[src/verilog/slpc_cfg.svh]
// Constants of the sleep mode controller.
`ifndef SLPC_CFG_SVH
`define SLPC_CFG_SVH

`define SLPC_SEL_IDLE     2'h0
`define SLPC_SEL_ADCNR    2'h1
`define SLPC_SEL_PDOWN    2'h2
`define SLPC_SEL_PSAVE    2'h3
`define SLPC_SEQ_CYCLES   3'h4
`define SLPC_HALT_CYCLES  16'h0004
`define SLPC_CLK_MHZ      100
`define SLPC_BOD_WAKE_US  60
`define SLPC_BOD_WAKE_CYC (`SLPC_BOD_WAKE_US * `SLPC_CLK_MHZ)

`endif

[src/verilog/slpc_pkg.sv]
// Types of the sleep mode controller.
package slpc_pkg;

  typedef enum logic [3:0] {
    slpc_st_active = 4'h1,
    slpc_st_sleep  = 4'h2,
    slpc_st_wake   = 4'h4,
    slpc_st_halt   = 4'h8
  } slpc_fsm_t;

  typedef struct packed {
    slpc_fsm_t   st;
    logic [1:0]  mode;
    logic        bod_off_now;
    logic        restart;
    logic        sleep_off;
    logic [2:0]  seq_cnt;
    logic        core_clk_en;
    logic        flash_clk_en;
    logic        io_clk_en;
    logic        converter_clk_en;
    logic        async_timer_clk_en;
    logic        main_osc_en;
    logic        brownout_monitor_en;
    logic        adc_start;
    logic        core_halt;
    logic        core_continue;
    logic        core_irq_resume;
    logic        core_restart;
    logic        state_retain;
  } slpc_state_t;

  typedef struct packed {
    logic [15:0] cnt;
    logic        run;
  } slpc_timer_t;

endpackage

[src/verilog/slpc_ctrl.sv]
// Sleep mode controller: sleep entry, clock gating, wake sources and monitor control.
`timescale 1ns/1ns
`include "slpc_cfg.svh"
module slpc_ctrl #(
  parameter logic [15:0] BOD_WAKE_CYCLES = 16'(`SLPC_BOD_WAKE_CYC)
) (
  input  wire logic        clk,
  input  wire logic        rstn,
  input  wire logic        sleep_arm,
  input  wire logic [1:0]  sleep_select,
  input  wire logic        sleep_instr,
  input  wire logic        ctrl_wr,
  input  wire logic        wr_sleep_off,
  input  wire logic        wr_sleep_off_en,
  input  wire logic        adc_enabled,
  input  wire logic        timer_async_sel,
  input  wire logic [15:0] wake_startup_cycles,
  input  wire logic        reset_event,
  input  wire logic [1:0]  ext_irq_level,
  input  wire logic [1:0]  ext_irq_edge,
  input  wire logic        pin_change_irq,
  input  wire logic        usi_start_irq,
  input  wire logic        wdt_irq,
  input  wire logic        adc_done_irq,
  input  wire logic        spm_ready_irq,
  input  wire logic        timer0_irq,
  input  wire logic        other_io_irq,
  output logic             core_clk,
  output logic             flash_clk,
  output logic             io_clk,
  output logic             converter_clk,
  output logic             async_timer_clk,
  output logic             main_osc_en,
  output logic             brownout_monitor,
  output logic             brownout_sleep_off,
  output logic             adc_start,
  output logic             core_halt,
  output logic             core_continue,
  output logic             core_irq_resume,
  output logic             core_restart,
  output logic             sleeping,
  output logic             state_retain
);

  slpc_pkg::slpc_state_t s_reg;
  slpc_pkg::slpc_state_t s_next;
  logic                  timer_start;
  logic [15:0]           timer_load;
  logic                  timer_done;
  logic                  wake_hit;
  logic                  ext_level_any;
  logic                  async_timer_hit;
  logic                  deep_hit;
  logic [15:0]           wake_delay;

  // ****************************************
  // Wake source selection
  // ****************************************
  assign ext_level_any   = |ext_irq_level;
  assign async_timer_hit = timer0_irq && timer_async_sel;
  assign deep_hit        = wdt_irq || usi_start_irq || ext_level_any || pin_change_irq;

  always_comb begin
    wake_hit = 1'b0;
    unique case (s_reg.mode)
      `SLPC_SEL_IDLE: begin
        wake_hit = ext_level_any || (|ext_irq_edge) || pin_change_irq || usi_start_irq ||
                   wdt_irq || adc_done_irq || spm_ready_irq || timer0_irq ||
                   other_io_irq;
      end
      `SLPC_SEL_ADCNR: begin
        wake_hit = adc_done_irq || deep_hit || async_timer_hit || spm_ready_irq;
      end
      `SLPC_SEL_PDOWN: begin
        wake_hit = deep_hit;
      end
      `SLPC_SEL_PSAVE: begin
        wake_hit = deep_hit || async_timer_hit;
      end
    endcase
  end

  // Deep modes wait for the oscillator; a monitor-off sleep waits for the monitor.
  always_comb begin
    wake_delay = s_reg.mode[1] ? wake_startup_cycles : 16'h0000;
    if (s_reg.bod_off_now && (wake_delay < BOD_WAKE_CYCLES)) begin
      wake_delay = BOD_WAKE_CYCLES;
    end
  end

  // ****************************************
  // Sequencer
  // ****************************************
  always_comb begin
    s_next                 = s_reg;
    s_next.adc_start       = 1'b0;
    s_next.core_continue   = 1'b0;
    s_next.core_irq_resume = 1'b0;
    s_next.core_restart    = 1'b0;
    timer_start            = 1'b0;
    timer_load             = 16'h0000;

    // Timed write window for the monitor sleep-off bit.
    if (s_reg.seq_cnt != 3'h0) begin
      s_next.seq_cnt = s_reg.seq_cnt - 3'h1;
    end
    if (ctrl_wr) begin
      if (wr_sleep_off && wr_sleep_off_en) begin
        if (s_reg.seq_cnt == 3'h0) begin
          s_next.seq_cnt = `SLPC_SEQ_CYCLES;
        end
      end else if (!wr_sleep_off_en && (s_reg.seq_cnt != 3'h0)) begin
        s_next.sleep_off = wr_sleep_off;
        s_next.seq_cnt   = 3'h0;
      end
    end

    unique case (s_reg.st)
      slpc_pkg::slpc_st_active: begin
        if (sleep_instr && sleep_arm) begin
          s_next.st           = slpc_pkg::slpc_st_sleep;
          s_next.mode         = sleep_select;
          s_next.core_halt    = 1'b1;
          s_next.core_clk_en  = 1'b0;
          s_next.flash_clk_en = 1'b0;
          unique case (sleep_select)
            `SLPC_SEL_IDLE: begin
              s_next.io_clk_en          = 1'b1;
              s_next.converter_clk_en   = 1'b1;
              s_next.async_timer_clk_en = 1'b1;
              s_next.main_osc_en        = 1'b1;
            end
            `SLPC_SEL_ADCNR: begin
              s_next.io_clk_en          = 1'b0;
              s_next.converter_clk_en   = 1'b1;
              s_next.async_timer_clk_en = 1'b1;
              s_next.main_osc_en        = 1'b1;
            end
            `SLPC_SEL_PDOWN: begin
              s_next.io_clk_en          = 1'b0;
              s_next.converter_clk_en   = 1'b0;
              s_next.async_timer_clk_en = 1'b0;
              s_next.main_osc_en        = 1'b0;
            end
            `SLPC_SEL_PSAVE: begin
              s_next.io_clk_en          = 1'b0;
              s_next.converter_clk_en   = 1'b0;
              s_next.async_timer_clk_en = 1'b1;
              s_next.main_osc_en        = 1'b0;
            end
          endcase
          // Only the deep modes may drop the monitor.
          s_next.bod_off_now         = s_reg.sleep_off && sleep_select[1];
          s_next.brownout_monitor_en = !(s_reg.sleep_off && sleep_select[1]);
          s_next.adc_start           = adc_enabled && !sleep_select[1];
          s_next.restart             = 1'b0;
        end else if (sleep_instr) begin
          s_next.core_continue = 1'b1;
        end
      end
      slpc_pkg::slpc_st_sleep: begin
        if (reset_event || wake_hit) begin
          s_next.st                  = slpc_pkg::slpc_st_wake;
          s_next.restart             = reset_event;
          s_next.main_osc_en         = 1'b1;
          s_next.brownout_monitor_en = 1'b1;
          s_next.sleep_off           = 1'b0;
          timer_start                = 1'b1;
          timer_load                 = wake_delay;
        end
      end
      slpc_pkg::slpc_st_wake: begin
        if (reset_event) begin
          s_next.restart = 1'b1;
        end
        if (timer_done) begin
          s_next.st                 = slpc_pkg::slpc_st_halt;
          s_next.io_clk_en          = 1'b1;
          s_next.converter_clk_en   = 1'b1;
          s_next.async_timer_clk_en = 1'b1;
          s_next.bod_off_now        = 1'b0;
          timer_start               = 1'b1;
          timer_load                = `SLPC_HALT_CYCLES;
        end
      end
      slpc_pkg::slpc_st_halt: begin
        if (reset_event) begin
          s_next.restart = 1'b1;
        end
        if (timer_done) begin
          s_next.st              = slpc_pkg::slpc_st_active;
          s_next.core_halt       = 1'b0;
          s_next.core_clk_en     = 1'b1;
          s_next.flash_clk_en    = 1'b1;
          s_next.core_restart    = s_reg.restart || reset_event;
          s_next.core_irq_resume = !(s_reg.restart || reset_event);
        end
      end
    endcase
  end

  always_ff @(posedge clk or negedge rstn) begin
    if (!rstn) begin
      s_reg                     <= '0;
      s_reg.st                  <= slpc_pkg::slpc_st_active;
      s_reg.core_clk_en         <= 1'b1;
      s_reg.flash_clk_en        <= 1'b1;
      s_reg.io_clk_en           <= 1'b1;
      s_reg.converter_clk_en    <= 1'b1;
      s_reg.async_timer_clk_en  <= 1'b1;
      s_reg.main_osc_en         <= 1'b1;
      s_reg.brownout_monitor_en <= 1'b1;
      s_reg.state_retain        <= 1'b1;
    end else begin
      s_reg <= s_next;
    end
  end

  slpc_wake_timer u_timer (
    .clk   (clk),
    .rstn  (rstn),
    .start (timer_start),
    .load  (timer_load),
    .done  (timer_done)
  );

  // ****************************************
  // Outputs
  // ****************************************
  assign core_clk           = s_reg.core_clk_en;
  assign flash_clk          = s_reg.flash_clk_en;
  assign io_clk             = s_reg.io_clk_en;
  assign converter_clk      = s_reg.converter_clk_en;
  assign async_timer_clk    = s_reg.async_timer_clk_en;
  assign main_osc_en        = s_reg.main_osc_en;
  assign brownout_monitor   = s_reg.brownout_monitor_en;
  assign brownout_sleep_off = s_reg.sleep_off;
  assign adc_start          = s_reg.adc_start;
  assign core_halt          = s_reg.core_halt;
  assign core_continue      = s_reg.core_continue;
  assign core_irq_resume    = s_reg.core_irq_resume;
  assign core_restart       = s_reg.core_restart;
  assign sleeping           = s_reg.st == slpc_pkg::slpc_st_sleep;
  assign state_retain       = s_reg.state_retain;

  logic in_sleep;
  logic in_halt;
  assign in_sleep = s_reg.st == slpc_pkg::slpc_st_sleep;
  assign in_halt  = s_reg.st == slpc_pkg::slpc_st_halt;
endmodule

[src/verilog/slpc_wake_timer.sv]
// Down counter that times wake-up start-up and core halt periods.
`timescale 1ns/1ns
module slpc_wake_timer (
  input  wire logic        clk,
  input  wire logic        rstn,
  input  wire logic        start,
  input  wire logic [15:0] load,
  output logic             done
);

  slpc_pkg::slpc_timer_t t_reg;
  slpc_pkg::slpc_timer_t t_next;

  // A load of zero or one ends after one cycle; a load of n ends after n cycles.
  assign done = t_reg.run && (t_reg.cnt <= 16'h0001);

  always_comb begin
    t_next = t_reg;
    if (start) begin
      t_next.cnt = load;
      t_next.run = 1'b1;
    end else if (done) begin
      t_next.run = 1'b0;
      t_next.cnt = 16'h0000;
    end else if (t_reg.run) begin
      t_next.cnt = t_reg.cnt - 16'h0001;
    end
  end

  always_ff @(posedge clk or negedge rstn) begin
    if (!rstn) begin
      t_reg <= '0;
    end else begin
      t_reg <= t_next;
    end
  end

endmodule

[config.mk]
export PLATFORM = sky130hd
export DESIGN_NAME = slpc_ctrl
export DESIGN_NICKNAME = d
export VERILOG_FILES = /design/src/verilog/slpc_pkg.sv /design/src/verilog/slpc_ctrl.sv /design/src/verilog/slpc_wake_timer.sv
export VERILOG_INCLUDE_DIRS = /design/src /design/src/verilog
export SDC_FILE = /design/constraint.sdc
export NUM_CORES = 1
export LEC_CHECK = 0
export ABC_AREA = 1
export BUFFER_PORTS_ARGS = -buffer_cell sky130_fd_sc_hd__buf_2
export CAP_MARGIN = 20
export CORE_AREA = 10 10 94 96
export CTS_CLUSTER_DIAMETER = 200
export DETAILED_ROUTE_END_ITERATION = 8
export DIE_AREA = 0 0 104 106
export PLACE_DENSITY = 0.74
export SLEW_MARGIN = 15
export SYNTH_ARGS = -nofsm -noshare
export SYNTH_HDL_FRONTEND = slang
export SYNTH_SLANG_ARGS = --single-unit
[constraint.sdc]
create_clock -name clk -period 1.6 [get_ports clk]
set_input_delay 0.32 -clock clk [delete_from_list [all_inputs] [get_ports clk]]
set_output_delay 0.32 -clock clk [all_outputs]
set_load 0.005 [all_outputs]
==> results of run 1 <==
-- cell usage in the layout, fill, tap and decap left out, drive strengths merged, types with 2 or more instances in the layout --
cell / count
a21oi: 13
and3: 2
buf: 109
clkbuf: 5
dfrtp: 33
dfstp: 7
ha: 5
inv: 52
nand2: 120
nand3: 34
nand3b: 4
nand4: 15
nor2: 54
nor3: 5
o211ai: 4
o21ai: 21
or2: 2
xnor2: 2
xor2: 3
-- through the flow --
step / utilization, % / setup TNS, ns
final: 53.81 / -0.2337
after global routing: 53.81 / -1.942
after CTS: 51.44 / -0.05868
after detailed placement: 48.33 / -1.102
after global placement: 48.33 / -0.8047
after floorplan: - / 0
-- routing by layer --
metal	wire [um]	part of all wire (%)	vias up	track usage [%]
li1	-	-	1466	-
met1	3638	43	1368	17.89
met2	4191	50	78	26.40
met3	388	4.6	20	3.261
met4	168	2.0	0	4.374
met5	0	0	-	0
-- synth_stat cells (3+ instances only) --
master | n | area (sq um)
buf_4 | 4 | 30.03
nand2_2 | 4 | 25.02
dfrtp_1 | 33 | 825.8
nand3_1 | 28 | 140.1
nand3_2 | 5 | 50.05
nand2_1 | 116 | 435.4
o21ai_0 | 11 | 55.05
nor2_1 | 46 | 172.7
inv_2 | 4 | 15.01
nor3_1 | 3 | 15.01
buf_6 | 5 | 56.30
xor2_1 | 3 | 26.28
o21ai_1 | 8 | 40.04
inv_1 | 48 | 180.2
o211ai_1 | 4 | 30.03
buf_2 | 3 | 15.01
ha_1 | 5 | 62.56
nand4_1 | 15 | 93.84
dfstp_2 | 7 | 183.9
nor2_2 | 5 | 31.28
a21oi_1 | 11 | 55.05
nor2_4 | 3 | 33.78
nand3b_1 | 4 | 30.03
-- worst min path at each step --
| stage | from | end | slack [ns] |
|---|---|---|---|
| final | sleep_arm | core_continue | 0.17 |
| after global routing | sleep_arm | core_continue | 0.18 |
| after CTS | sleep_arm | core_continue | 0.17 |
| after detailed placement | rstn | u_timer.t_reg[8] | 0.31 |
| after global placement | rstn | u_timer.t_reg[7] | 0.31 |
| after floorplan | rstn | adc_start | 0.02 |
-- cell type report --
class | instances | area [sq um]
Fill cell | 680 | 3261
Tap cell | 99 | 123.9
Clock inverter | 3 | 42.54
Multi-Input combinational cell | 290 | 1615
Inverter | 52 | 195.2
Sequential cell | 40 | 1010
Timing Repair Buffer | 110 | 743.2
Clock buffer | 5 | 68.82
-- timing repair --
action / CTS / global route
hold buffers: 1 / 0
endpoints found under the setup margin: 27 / 30
buffers inserted: 2 / 6
resized for setup: 20 / 33
gates cloned: 1 / 1
pin swaps: 8 / 9
endpoints found under the hold margin: 33 / 0
-- cells by family (layout without fill, tap and decap cells) --
family	after synthesis	count (layout)	share of synthesized area, %
other	1	1	0.1363
adders and majority gates	5	5	2.274
xor gates and xnor gates	5	5	1.592
and+or+nand+nor	235	236	38.97
buffers and inverters	66	170	11.05
AOI/OAI and AO/OA	43	43	9.277
DFF	40	40	36.70
-- power groups by stage --
stage               combinational, mW  clock [mW]  sequential (mW)
floorplan                        1.58           0             1.60
global placement                 2.46           0             1.57
detailed placement               2.54           0             1.59
CTS                              2.72       0.873             1.59
global route                     3.39       0.908             1.65
finish                           3.00       0.858             1.62
==> results.ini, run 1 <==
[status]
status=finished, violations left
violations=setup timing

[sta]
max-slew-margin-rel_pct=62.86
setup_slack_ns=-0.04636
max_freq_mhz=607.4
drv_slew=0
worstMarginPinSlew_ns=0.5529
setup_viol=10
period_minus_slack_ns=1.646
hold_violations=0
skew_ns=0.008402
fin_hold_ws_ns=0.1738
rsz0062_at_grt=true
period_share_pct=102.9

[pwr]
irDropWorstVdd_uv=845.6
cellLeakagePower_nw=2.044
seq_power_share_pct=29.6
p_clk_share_pct=15.7
p_sw_mw=2.322
p_sw_share_pct=42.39
fin_total_pwr_mw=5.478
combPwrFrac_pct=54.7
p_int_mw=3.156
powerDensity_nw_per_um2=1442

[global_route]
grt-ovfl-total=0
grt_pass1_wl_um=14010
grt_max_degree=41
track_usage_pct=14.97
antenna_found_initial=0
grt_pass1_vias=2989

[die]
die_width_um=104
fp.dieH_um=106
row_count=31
start_util_pct=38.98
io_pins=54
core_area_sq_um=7059
dieArea_sq_um=11020

[yosys]
dominantRegCellSynth=dfrtp_1
ys_seq_elements=40
syn_inst=395
syn_nets=439
yosysUniqueCellTypes=37
syn_area_per_cell_sq_um=6.966
ys_warn_count=0
async_flop_share_pct=100.0
syn-cell-area_sq_um=2751
yosysSeqAreaShare_pct=36.70
synth_edf_count=0

[critical_path]
path_depth=10
cp-startpoint=s_reg[20]
cp_common_cell=nand2_1
cp_data_required_time_ns=1.79
reg2regPathDepth=10
cp_slowest_cell=dfrtp_1
endpoint=u_timer.t_reg[13]
rr_endpoint=u_timer.t_reg[13]
rrSetupSlack_ns=-0.05
crit_arrival_ns=1.84
slowest_delay_ns=0.44
start_kind=flop
path_class=reg -> reg
cp_max_fo=7
cp_top_family=simple AND/OR/NAND/NOR gates
cp.buffers_inverters=1
crit_chain=buf_4 -> nand3_1 -> nor2_1 -> nand3_2 -> nand3_4 -> nand2_1 -> nand2_1 -> nand2_1 -> nand2_1 -> nand2_1
timing.rr.start=s_reg[20]
critPathCaptureType=flop

[cts]
clk_pin_slew_ns=0.08
cts_root_buffer=clkbuf_8
cts_max_path_buffers=2
clock_sinks=40
cts_tree=built
cts_max_level=2
clk-insertion-delay-late_ns=0.31
numCtsBuffers=5

[place]
place_hpwl_um=6220
gp_congestion=0.8899
post_dp_cell_area_sq_um=3412
placedCellCount=580
dp_slack_ns=-0.1345
io_buffers=52

[drt]
drcViolationCount=0
drt_first_iter_violations=207
route.antenna.remaining_nets=0
wl_um=8386
route.vias.total=2932
avgRoutedWirePerCell_um=14.00
vias_per_cell=4.895
dr.pass1.iters=4

[final_layout]
fin_cells=599
fin_area_sq_um=3799
antenna_cells=0
syn_to_final_growth_pct=38.06
largest_reg_flops=17
final_nets=543
drive_above_1_share_pct=37.20

[run]
drv_cap=0

[worst_hold_path]
hp-class=in -> reg
hold_depth=2

No activity file was read; power rests on OpenSTA's default activity.
==> run 2: changes to the inputs <==
CORE_AREA = 10 10 86 88   (was 10 10 94 96)
DIE_AREA = 0 0 96 98   (was 0 0 104 106)
PLACE_DENSITY = 0.85   (was 0.74)
==> results.ini, run 2 (same netlist as run 1, synthesis figures left out) <==
[global_route]
grt_pass1_wl_um=14040
grt_max_degree=23
grt-ovfl-total=0
track_usage_pct=17.95
antenna_found_initial=0
grt_pass1_vias=3125

[final_layout]
antenna_cells=0
drive_above_1_share_pct=45.02
multi_input_area_sq_um=1808
n_fill_cell=384
seq_area_sq_um=1015
final_cell_mix=99 x nand2_1, 52 x buf_2, 43 x buf_4
fin_util_pct=70.41
fin_area_sq_um=4045
syn_to_final_growth_pct=47.02
final_nets=545
final_common_cell=nand2_1
largest_reg_flops=17
fin_cells=577

[critical_path]
cp_max_fo=7
crit_arrival_ns=2.20
cp_data_required_time_ns=1.80
critPathCaptureType=flop
start_kind=flop
path_class=reg -> reg

[drt]
route.antenna.remaining_nets=0
vias_per_cell=5.868
avgRoutedWirePerCell_um=18.72
route.vias.total=3386
dr.pass1.iters=5
wl_um=10800
drcViolationCount=0
drt_first_iter_violations=351

[sta]
tns_ns=-5.641
period_share_pct=124.8
rsz0062_at_grt=true
worstMarginPinSlew_ns=0.5400
skew_ns=0.009308
setup_slack_ns=-0.3961
max-slew-margin-rel_pct=63.73
fin_hold_ws_ns=0.1656
drv_slew=0
period_minus_slack_ns=1.996
setup_viol=29
max_freq_mhz=501.0
hold_violations=0

[cts]
clk-insertion-delay-late_ns=0.31
cts_root_buffer=clkbuf_8
clk_pin_slew_ns=0.09
cts_max_level=2
cts_max_path_buffers=2
numCtsBuffers=5
cts_tree=built
clock_sinks=40

[die]
dieArea_sq_um=9408
start_util_pct=47.89
io_pins=54
fp.dieH_um=98
die_width_um=96
core_area_sq_um=5746
row_count=28

[place]
place_hpwl_um=6341
io_buffers=52
placedCellCount=550
gp_congestion=0.9583
dp_slack_ns=-0.1020
post_dp_cell_area_sq_um=3337

[pwr]
fin_total_pwr_mw=6.271
cellLeakagePower_nw=2.143
irDropWorstVdd_uv=931.1
powerDensity_nw_per_um2=1550

[status]
status=finished, violations left
violations=setup timing

[worst_hold_path]
hp-class=in -> reg

[run]
drv_cap=0

==> run 2: cell types whose count changed in the layout (fill, tap and decap cells not counted), moves of 4 or more <==
cell	change
buf_4	-5
buf_6	+7
dfrtp_1	-4
dfrtp_2	+4
inv_1	-4
nand2_1	-11
nand2_2	+7
nand3_1	-8
nand3_2	+5
nor2_1	-4
==> run 2: repair_timing <==
item                                    CTS  global route
cloned                                    0             3
hold buffers                              1             0
setup buffers                             3            12
endpoints found under the hold margin    14             0
resized for setup                        20            94
pin swaps                                 6            33
endpoints found under the setup margin   28            31
==> run 2: critical path, cell delays in order, from the launching register on <==
cell and delay, ns:
dfrtp_1 0.43, nor2_2 0.16, nand2_2 0.11, nor3_4 0.32, nand3_4 0.24, nand3_4 0.20
buf_6 0.15, nor2_1 0.04, nor2_1 0.22
==> run 2: area by class of cell <==
class                           count  share of cell area, %
Clock buffer                        7                  2.382
Clock inverter                      1                 0.7423
Inverter                           52                  4.887
Multi-Input combinational cell    290                  44.70
Sequential cell                    40                  25.08
Tap cell                           75                  2.320
Timing Repair Buffer              112                  19.89
==> run 2: layer usage <==
metal  wire length, um  global-route usage [%]  up-vias
li1                  -                       -     1478
met5                 0                       0        -
met4               827                   5.675        0
met1              3654                   20.78     1541
met3              1064                   4.441      103
met2              5258                   31.12      264
==> run 2: final timing paths <==
path                             startpoint                to  slack, ns  depth (start not counted)
min reg2reg                   converter_clk     converter_clk       0.47                          2
min                               sleep_arm     core_continue       0.17                          2
max in group asynchronous              rstn       main_osc_en       0.52                          3
max reg2reg                u_timer.t_reg[6]  u_timer.t_reg[3]      -0.40                          8
min in group asynchronous              rstn  u_timer.t_reg[7]       0.49                          2
max                        u_timer.t_reg[6]  u_timer.t_reg[3]      -0.40                          8
==> run 2: where the power goes <==
part	switching, mW	total [mW]	leakage (nW)	internal (mW)
sequential	0.352	1.71	0.476	1.36
clock	0.405	0.956	0.0645	0.551
combinational	2.10	3.61	1.60	1.51
total	2.85	6.27	2.14	3.42
